<file path="src/rtl/mcs_params.svh">
// Constants for the modulation clock select block: offsets, fields, timing.
// Assumes inclusion by the package and by every design file that needs it.
`ifndef MCS_PARAMS_SVH
`define MCS_PARAMS_SVH

// Register indices; byte address is four times the index
`define MCS_IDX_MOD_CTRL     8'h80
`define MCS_IDX_MOD_FREQ     8'h85
`define MCS_IDX_INT_LEN_HI   8'ha0
`define MCS_IDX_INT_LEN_LO   8'ha1
`define MCS_IDX_REP_HI       8'ha2
`define MCS_IDX_REP_LO       8'ha3
`define MCS_IDX_PART_VER     8'hfb
`define MCS_IDX_STATUS       8'h10
`define MCS_IDX_STRAP_CFG    8'h11

// Field positions
`define MCS_CTRL_START_BIT   0
`define MCS_CTRL_EXT_SEL_BIT 6
`define MCS_ST_BUSY_BIT      0
`define MCS_ST_INTEG_BIT     1
`define MCS_ST_READOUT_BIT   2
`define MCS_ST_STRAP_BIT     3
`define MCS_ST_EXT_ACT_BIT   6
// Only the select bit is stored; start reads back zero
`define MCS_CTRL_RW_MASK     8'h40

// Reset values
`define MCS_MOD_CTRL_RST     8'h00
`define MCS_MOD_FREQ_RST     8'h00
`define MCS_INT_LEN_RST      16'h0001
`define MCS_REP_RST          16'h0000
// Arbitrary neutral part version value
`define MCS_PART_VER_VAL     8'h01

// Divider setting for the external path: toggle every second edge
`define MCS_EXT_DIV_LIMIT    8'h01
`define MCS_REP_ONE          17'h00001
`define MCS_CNT_ONE          33'h000000001
`define MCS_RO_ONE           8'h01

// Timing
`define MCS_CLK_PERIOD_NS    100
`define MCS_STRAP_TIME_NS    1000
`define MCS_STRAP_CYCLES     ((`MCS_STRAP_TIME_NS + `MCS_CLK_PERIOD_NS - 1) / `MCS_CLK_PERIOD_NS)
`define MCS_READOUT_CYCLES   8'h20

`endif

</file>
<file path="src/rtl/mcs_pkg.sv">
// Types shared by the modulation clock select block.
// Assumes the params header is on the include path.
`include "mcs_params.svh"

package mcs_pkg;
    typedef enum logic [1:0] {
        MCS_ST_STRAP   = 2'b00,
        MCS_ST_IDLE    = 2'b01,
        MCS_ST_INTEG   = 2'b10,
        MCS_ST_READOUT = 2'b11
    } mcs_state_t;
endpackage

</file>
<file path="src/rtl/mcs_toggle_div.sv">
// Toggle divider: flips its output every limit+1 ticks.
// Assumes tick is a one-cycle enable in the clk domain.
`timescale 1ns/100ps
`default_nettype none

module mcs_toggle_div (
    input  wire logic       clk,
    input  wire logic       reset_n,
    input  wire logic       tick,
    input  wire logic       clear,
    input  wire logic [7:0] limit,
    output var  logic       toggle_q
);
    logic [7:0] count_q;
    logic       wrap;

    // Terminal count; also catches a limit lowered below the count
    assign wrap = (count_q >= limit);

    // Counter and output flop
    always_ff @(posedge clk or negedge reset_n) begin
        if (!reset_n) begin
            count_q  <= 8'h00;
            toggle_q <= 1'b0;
        end else if (clear) begin
            count_q  <= 8'h00;
            toggle_q <= 1'b0;
        end else if (tick) begin
            count_q  <= wrap ? 8'h00 : count_q + 8'h01;
            toggle_q <= wrap ? ~toggle_q : toggle_q;
        end
    end
endmodule

`default_nettype wire

</file>
<file path="src/rtl/mcs_top.sv">
// Modulation clock select: source choice, integration timing, strap scan,
// illumination and video port gating, Avalon-MM register slave.
// Assumes all pins synchronous to clk; ext clock well below clk/2.
//
// The implementer's own choices: the Avalon-MM interface to the registers and the placing of the registers.
`timescale 1ns/100ps
`default_nettype none

`include "mcs_params.svh"

// Contract
// - select bit 1 routes external modulation clock to illumination and demodulator.
// - external mode modulation equals external clock divided by four.
// - external mode integration lasts (repeat+1) times length external periods.
// - internal frequency setting has no effect while external source selected.
// - illumination output and demodulator share one selected clock.
// - push-pull output low means open-drain driver off.
// - video port outputs stay static during integration.
// - straps sampled once right after reset release, preset configuration.
// - readable part version register identifies chip revision.
// - open-drain output toggles at internal rate or follows external clock; the code drives external clock divided by four.
// - video port outputs toggle no faster than 48 MHz.
// - strap pins are pulled-down inputs for four oscillator periods; the code holds them for 10 clk cycles.
module mcs_top
    import mcs_pkg::*;
(
    input  wire logic        clk,
    input  wire logic        reset_n,
    input  wire logic [9:0]  avs_address,
    input  wire logic        avs_read,
    input  wire logic        avs_write,
    input  wire logic [31:0] avs_writedata,
    output var  logic [31:0] avs_readdata,
    output var  logic        avs_waitrequest,
    input  wire logic        external_modulation_clock,
    output var  logic        led_od_oe,
    output var  logic        push_pull_illumination_output,
    output var  logic        demod_clk,
    input  wire logic        frame_sync_address_strap0_i,
    output var  logic        frame_sync_address_strap0_o,
    output var  logic        frame_sync_address_strap0_oe,
    input  wire logic        line_sync_address_strap1_i,
    output var  logic        line_sync_address_strap1_o,
    output var  logic        line_sync_address_strap1_oe,
    output var  logic        strap_pulldown_en,
    input  wire logic [7:0]  video_data_in,
    output var  logic [7:0]  parallel_video_port_data
);
    mcs_state_t  state_q;
    mcs_state_t  state_d;
    logic [7:0]  ctrl_q;
    logic [7:0]  freq_q;
    logic [15:0] len_q;
    logic [15:0] rep_q;
    logic [1:0]  strap_q;
    logic        ext_act_q;
    logic        ext_smp_q;
    logic [32:0] int_cnt_q;
    logic [7:0]  gen_cnt_q;
    logic        int_mod;
    logic        ext_mod;
    logic        mod_sel;

    // Bus decode
    logic [7:0]  idx;
    logic        req;
    logic        wr_en;
    logic        rd_en;
    logic [7:0]  wdata;
    logic [7:0]  rdata;
    assign idx   = avs_address[9:2];
    assign req   = avs_read | avs_write;
    assign wr_en = avs_write & ~avs_waitrequest;
    assign rd_en = avs_read & avs_waitrequest;
    assign wdata = avs_writedata[7:0];

    // Sequencing terms
    logic        start_wr;
    logic        ext_rise;
    logic        int_tick;
    logic [32:0] int_target;
    logic        int_done;
    logic        strap_done;
    logic        ro_done;
    logic        integ;
    logic        readout;
    assign start_wr   = wr_en & (idx == `MCS_IDX_MOD_CTRL)
                      & wdata[`MCS_CTRL_START_BIT];
    assign ext_rise   = external_modulation_clock & ~ext_smp_q;
    // Ext mode counts external periods, internal mode counts clk cycles
    assign int_tick   = ext_act_q ? ext_rise : 1'b1;
    assign int_target = 33'({1'b0, rep_q} + `MCS_REP_ONE) * 33'(len_q);
    assign int_done   = int_tick & ((int_cnt_q + `MCS_CNT_ONE) >= int_target);
    assign strap_done = (gen_cnt_q == 8'(`MCS_STRAP_CYCLES - 1));
    assign ro_done    = (gen_cnt_q == (`MCS_READOUT_CYCLES - `MCS_RO_ONE));
    assign integ      = (state_q == MCS_ST_INTEG);
    assign readout    = (state_q == MCS_ST_READOUT);

    // Register read mux, unmapped indices read zero
    logic [7:0] status;
    assign status = {1'b0, ext_act_q, 2'b00, (state_q == MCS_ST_STRAP),
                     readout, integ, (state_q != MCS_ST_IDLE)};
    always_comb begin
        case (idx)
            `MCS_IDX_MOD_CTRL:   rdata = ctrl_q;
            `MCS_IDX_MOD_FREQ:   rdata = freq_q;
            `MCS_IDX_INT_LEN_HI: rdata = len_q[15:8];
            `MCS_IDX_INT_LEN_LO: rdata = len_q[7:0];
            `MCS_IDX_REP_HI:     rdata = rep_q[15:8];
            `MCS_IDX_REP_LO:     rdata = rep_q[7:0];
            `MCS_IDX_PART_VER:   rdata = `MCS_PART_VER_VAL;
            `MCS_IDX_STATUS:     rdata = status;
            `MCS_IDX_STRAP_CFG:  rdata = {6'h00, strap_q};
            default:             rdata = 8'h00;
        endcase
    end

    // Next state
    always_comb begin
        state_d = state_q;
        case (state_q)
            MCS_ST_STRAP:   if (strap_done) state_d = MCS_ST_IDLE;
            MCS_ST_IDLE:    if (start_wr) state_d = MCS_ST_INTEG;
            MCS_ST_INTEG:   if (int_done) state_d = MCS_ST_READOUT;
            MCS_ST_READOUT: if (ro_done) state_d = MCS_ST_IDLE;
            default:        state_d = MCS_ST_IDLE;
        endcase
    end

    // Internal generator divides clk by twice (freq setting + 1)
    mcs_toggle_div u_int_div (
        .clk      (clk),
        .reset_n  (reset_n),
        .tick     (1'b1),
        .clear    (1'b0),
        .limit    (freq_q),
        .toggle_q (int_mod)
    );

    // External path toggles every second rising edge: divide by four
    mcs_toggle_div u_ext_div (
        .clk      (clk),
        .reset_n  (reset_n),
        .tick     (ext_rise),
        .clear    (~ext_act_q),
        .limit    (`MCS_EXT_DIV_LIMIT),
        .toggle_q (ext_mod)
    );

    // Source mux; freq setting never reaches the ext path
    assign mod_sel = ext_act_q ? ext_mod : int_mod;

    // Avalon-MM slave: one wait cycle, then answer
    always_ff @(posedge clk or negedge reset_n) begin
        if (!reset_n) begin
            avs_waitrequest <= 1'b1;
            avs_readdata    <= 32'h00000000;
        end else begin
            avs_waitrequest <= ~(req & avs_waitrequest);
            if (rd_en) begin
                avs_readdata <= {24'h000000, rdata};
            end
        end
    end

    // Writable configuration; select resets to internal source
    always_ff @(posedge clk or negedge reset_n) begin
        if (!reset_n) begin
            ctrl_q <= `MCS_MOD_CTRL_RST;
            freq_q <= `MCS_MOD_FREQ_RST;
            len_q  <= `MCS_INT_LEN_RST;
            rep_q  <= `MCS_REP_RST;
        end else if (wr_en) begin
            case (idx)
                `MCS_IDX_MOD_CTRL:   ctrl_q <= wdata & `MCS_CTRL_RW_MASK;
                `MCS_IDX_MOD_FREQ:   freq_q <= wdata;
                `MCS_IDX_INT_LEN_HI: len_q[15:8] <= wdata;
                `MCS_IDX_INT_LEN_LO: len_q[7:0] <= wdata;
                `MCS_IDX_REP_HI:     rep_q[15:8] <= wdata;
                `MCS_IDX_REP_LO:     rep_q[7:0] <= wdata;
                default:             ctrl_q <= ctrl_q;
            endcase
        end
    end

    // Strap register: caught at end of scan, writable afterwards
    always_ff @(posedge clk or negedge reset_n) begin
        if (!reset_n) begin
            strap_q <= 2'b00;
        end else if ((state_q == MCS_ST_STRAP) && strap_done) begin
            strap_q <= {line_sync_address_strap1_i,
                        frame_sync_address_strap0_i};
        end else if (wr_en && (idx == `MCS_IDX_STRAP_CFG)) begin
            strap_q <= wdata[1:0];
        end
    end

    // Sequencer, source latch only while idle
    always_ff @(posedge clk or negedge reset_n) begin
        if (!reset_n) begin
            state_q   <= MCS_ST_STRAP;
            ext_act_q <= 1'b0;
            ext_smp_q <= 1'b0;
            int_cnt_q <= 33'h000000000;
            gen_cnt_q <= 8'h00;
        end else begin
            state_q   <= state_d;
            ext_smp_q <= external_modulation_clock;
            if (state_q == MCS_ST_IDLE) begin
                ext_act_q <= ctrl_q[`MCS_CTRL_EXT_SEL_BIT];
            end
            if (!integ) begin
                int_cnt_q <= 33'h000000000;
            end else if (int_tick) begin
                int_cnt_q <= int_cnt_q + `MCS_CNT_ONE;
            end
            gen_cnt_q <= (state_d != state_q) ? 8'h00 : gen_cnt_q + 8'h01;
        end
    end

    // Illumination and demodulator outputs from one source
    always_ff @(posedge clk or negedge reset_n) begin
        if (!reset_n) begin
            led_od_oe                     <= 1'b0;
            push_pull_illumination_output <= 1'b0;
            demod_clk                     <= 1'b0;
        end else begin
            led_od_oe                     <= integ & mod_sel;
            push_pull_illumination_output <= integ & mod_sel;
            demod_clk                     <= integ & mod_sel;
        end
    end

    // Strap pins and video port; video data frozen and sync outputs held low outside readout
    always_ff @(posedge clk or negedge reset_n) begin
        if (!reset_n) begin
            strap_pulldown_en            <= 1'b1;
            frame_sync_address_strap0_oe <= 1'b0;
            line_sync_address_strap1_oe  <= 1'b0;
            frame_sync_address_strap0_o  <= 1'b0;
            line_sync_address_strap1_o   <= 1'b0;
            parallel_video_port_data     <= 8'h00;
        end else begin
            strap_pulldown_en            <= (state_d == MCS_ST_STRAP);
            frame_sync_address_strap0_oe <= (state_d != MCS_ST_STRAP);
            line_sync_address_strap1_oe  <= (state_d != MCS_ST_STRAP);
            if (readout) begin
                // One update per clk, far below 48 MHz
                frame_sync_address_strap0_o <= 1'b1;
                line_sync_address_strap1_o  <= ~line_sync_address_strap1_o;
                parallel_video_port_data    <= video_data_in;
            end else begin
                frame_sync_address_strap0_o <= 1'b0;
                line_sync_address_strap1_o  <= 1'b0;
            end
        end
    end
endmodule

`default_nettype wire

</file>
<file path="config.mk">
export PLATFORM = sky130hd
export DESIGN_NAME = mcs_top
export DESIGN_NICKNAME = d
export VERILOG_FILES = /design/src/rtl/mcs_pkg.sv /design/src/rtl/mcs_toggle_div.sv /design/src/rtl/mcs_top.sv
export VERILOG_INCLUDE_DIRS = /design/src /design/src/rtl
export SDC_FILE = /design/constraint.sdc
export NUM_CORES = 1
export LEC_CHECK = 0
export BUFFER_PORTS_ARGS = -buffer_cell sky130_fd_sc_hd__buf_2
export CELL_PAD_IN_SITES_DETAIL_PLACEMENT = 0
export CELL_PAD_IN_SITES_GLOBAL_PLACEMENT = 2
export CORE_UTILIZATION = 40
export CTS_BUF_LIST = sky130_fd_sc_hd__clkbuf_8 sky130_fd_sc_hd__clkbuf_16
export DETAILED_ROUTE_END_ITERATION = 8
export PLACE_DENSITY = 0.88
export RECOVER_POWER = 100
export SYNTH_ARGS = -nofsm -noshare
export SYNTH_HDL_FRONTEND = slang
export SYNTH_SLANG_ARGS = --single-unit
</file>
<file path="constraint.sdc">
create_clock -name clk -period 10.13 [get_ports clk]
set_input_delay 2.026 -clock clk [delete_from_list [all_inputs] [get_ports clk]]
set_output_delay 2.026 -clock clk [all_outputs]
set_load 0.02 [all_outputs]
</file>
==> metrics.txt <==
post-detailed-route count of antenna-violating nets=0; Area after DPL=17,200 sq um; fillers=4,003; Post-Synthesis Cells=1,795; placed cells=2,324; Clock Power Share=47.8%; Max transition margin=-178%; Worst Max-Slew Pin Slew=4.16 ns; most frequent cells in the layout=inv_1 (272), nand2_1 (230), fa_1 (208); DR vias/cell=5.11; wirelength, routed=38.0 mm; insertion delay to the later sink of the worst-skew pair=0.44 ns; most common cell after layout, fill and taps aside=inv_1; width of the die=205 um; final hold viol count=0; nets=2,237; max-cap viol count=3; clock sinks=128; CP startpoint kind=flop; hpwl dp=29.9 mm; post-layout util=44.1%; drt initial violations=476; WP data required=10.47 ns; antenna violations before repair=1; port bufs=55; Clock Skew=0.0134 ns; P_leak=8.74 nW; GR Overflow Total=0; area grow syn2layout=7.65%; Worst-path clk slew=0.07 ns; CP endpoint kind=flop; max-slew violations=169; Worst path slowest cell=fa_1; crit-path leading delay family=adder cells; WP buf/inv=5; Placer Congestion=0.851; Design Area, Final=17,700 sq um; drt drc=0; final setup vio count=0; sw power=0.000402 W; Final Critical Period=9.27 ns; CTS max path bufs=2; share of cells above drive strength 1=7.97%; RSZ-0062 raised after global routing=false; yosys warns=0; Critical Path Most Common Cell=fa_1; H-tree depth=4; total power=0.00130 W; critical path class=flop to flop; drt wl/cell=16.1 um; Seq/Total Area, Yosys=19.5%; failing checks=capacitance limit, slew limit; via count=12,000; die height=205 um; GRT Total Usage=19.3%; first-pass GRT wire length=64.0 mm; setup bufs post-CTS=0; Root Driver=clkbuf_16; P per Cell Area=73.4 nW/um^2; largest net degree at the start of global routing=77; register share of total power=42.6%; critical path fanouts, max=16; total core area=40,200 sq um; Mean Syn Cell Area=9.18 sq um; Syn Std Cell Area=16,500 sq um; sw frac=30.9%; dominant cells by area after synthesis=fa_1 (25%), dfrtp_1 (19%), ha_1 (12%); Total Neg Setup Slack=0 ns; number of synthesized flops with an enable pin=0; CTS tree=yes; # IOs=106; Yosys top cell area share=25.3%; Initial Util=41.0%; status=finished with violations; Int Power=0.000900 W; drt pass-1 iters=5; CTS resizes=0; async set-reset flop share out of synthesis=100%; crit share post-route=91.5%; Fmax=108 MHz; Post-Layout Cell Count=2,357; CP arrival=9.62 ns; FF+latch count, synth=128; number of global-route vias before repair=12,600; die area=42,000 sq um; Post-CTS Hold Fix Bufs=0; Rows=73; Comb pwr share=9.6%; leading area contributor after synthesis=fa_1; Main synth FF type=dfrtp_1; slowest stage delay, CP=0.54 ns; IR drop worst, VDD=97.1 uV; library cells used by synthesis=67; worst min-delay path class=flop to flop; clock buffer count from CTS=17
## per-layer routing
layer  track usage (%)  share of wire (%)
met5                 0                  0
met4              5.74                2.1
met3              2.82                3.4
met2              33.3                 50
met1              25.0                 45
## flip-flops by register name, indices dropped and copies added, names as in the netlist, 2 cells and up
signal and count:
avs_readdata 8, freq_q 8, u_ext_div.count_q 8, u_int_div.count_q 8
rep_q 16, gen_cnt_q 8, len_q 16, strap_q 2
int_cnt_q 33, parallel_video_port_data 8, state_q 2
## area by class of cell
| type | count | area [sq um] | area share, % |
|---|---|---|---|
| timing repair buffer | 78 | 395 | 2.23 |
| antenna | 1 | 2.50 | 0.0141 |
| clock inverter | 15 | 165 | 0.931 |
| multi-input combinational | 1320 | 11900 | 66.9 |
| inverter | 273 | 1020 | 5.78 |
| tap | 525 | 657 | 3.70 |
| clock buffer | 17 | 425 | 2.40 |
| sequential | 128 | 3210 | 18.1 |
## final timing paths
path / startpoint / to / slack, ns / depth (start not counted)
min in group asynchronous: reset_n / u_ext_div.count_q[6]$_DFFE_PN0P_ / 3.03 / 1
worst min register to register: line_sync_address_strap1_o$_DFF_PN0_ / line_sync_address_strap1_o$_DFF_PN0_ / 0.43 / 1
worst min-delay path: line_sync_address_strap1_o$_DFF_PN0_ / line_sync_address_strap1_o$_DFF_PN0_ / 0.43 / 1
worst max register to register: rep_q[6]$_DFFE_PN0P_ / gen_cnt_q[4]$_DFF_PN0_ / 0.86 / 34
max in group asynchronous: reset_n / freq_q[0]$_DFFE_PN0P_ / 3.02 / 2
worst max-delay path: rep_q[6]$_DFFE_PN0P_ / gen_cnt_q[4]$_DFF_PN0_ / 0.86 / 34
## stage by stage
stage	setup WS, ns	hold WS (ns)
3_5_place_dp	0.988	0.408
6_report	0.856	0.433
5_1_grt	0.190	0.457
4_1_cts	0.940	0.427
3_3_place_gp	1.08	0.412
2_1_floorplan	1.99	0.441
## kinds of logic (layout without fill, tap and decap cells)
group | after synthesis | after routing | share of synthesized area, %
buffers and inverters | 370 | 383 | 9.06
adder cells (fa/ha/maj) | 362 | 362 | 37.0
AO/OA/AOI/OAI | 180 | 180 | 6.86
multiplexers | 61 | 61 | 4.09
flip-flops | 128 | 128 | 19.5
AND/OR/NAND/NOR | 583 | 583 | 17.7
XOR/XNOR | 110 | 110 | 5.85
other | 1 | 25 | 0.0228
## Yosys cell counts (27+ instances only)
cell type	count
inv_1	272
nand2_1	230
fa_1	208
ha_1	154
dfrtp_1	125
and2_1	114
nor2_1	80
clkbuf_1	64
xor2_1	60
a21oi_1	56
mux2_2	51
xnor2_1	50
nand3_1	42
o21ai_0	38
a21o_1	27
buf_4	27
## power by group through the flow
stage	Sequential, W	Combinational (W)	Clock (W)
3_3_place_gp	0.000564	0.000126	0
5_1_grt	0.000557	0.000142	0.000656
4_1_cts	0.000555	0.000129	0.000637
2_1_floorplan	0.000548	0.0000897	0
3_5_place_dp	0.000565	0.000128	0
6_report	0.000555	0.000125	0.000622
(Power assumes the default switching activity.)
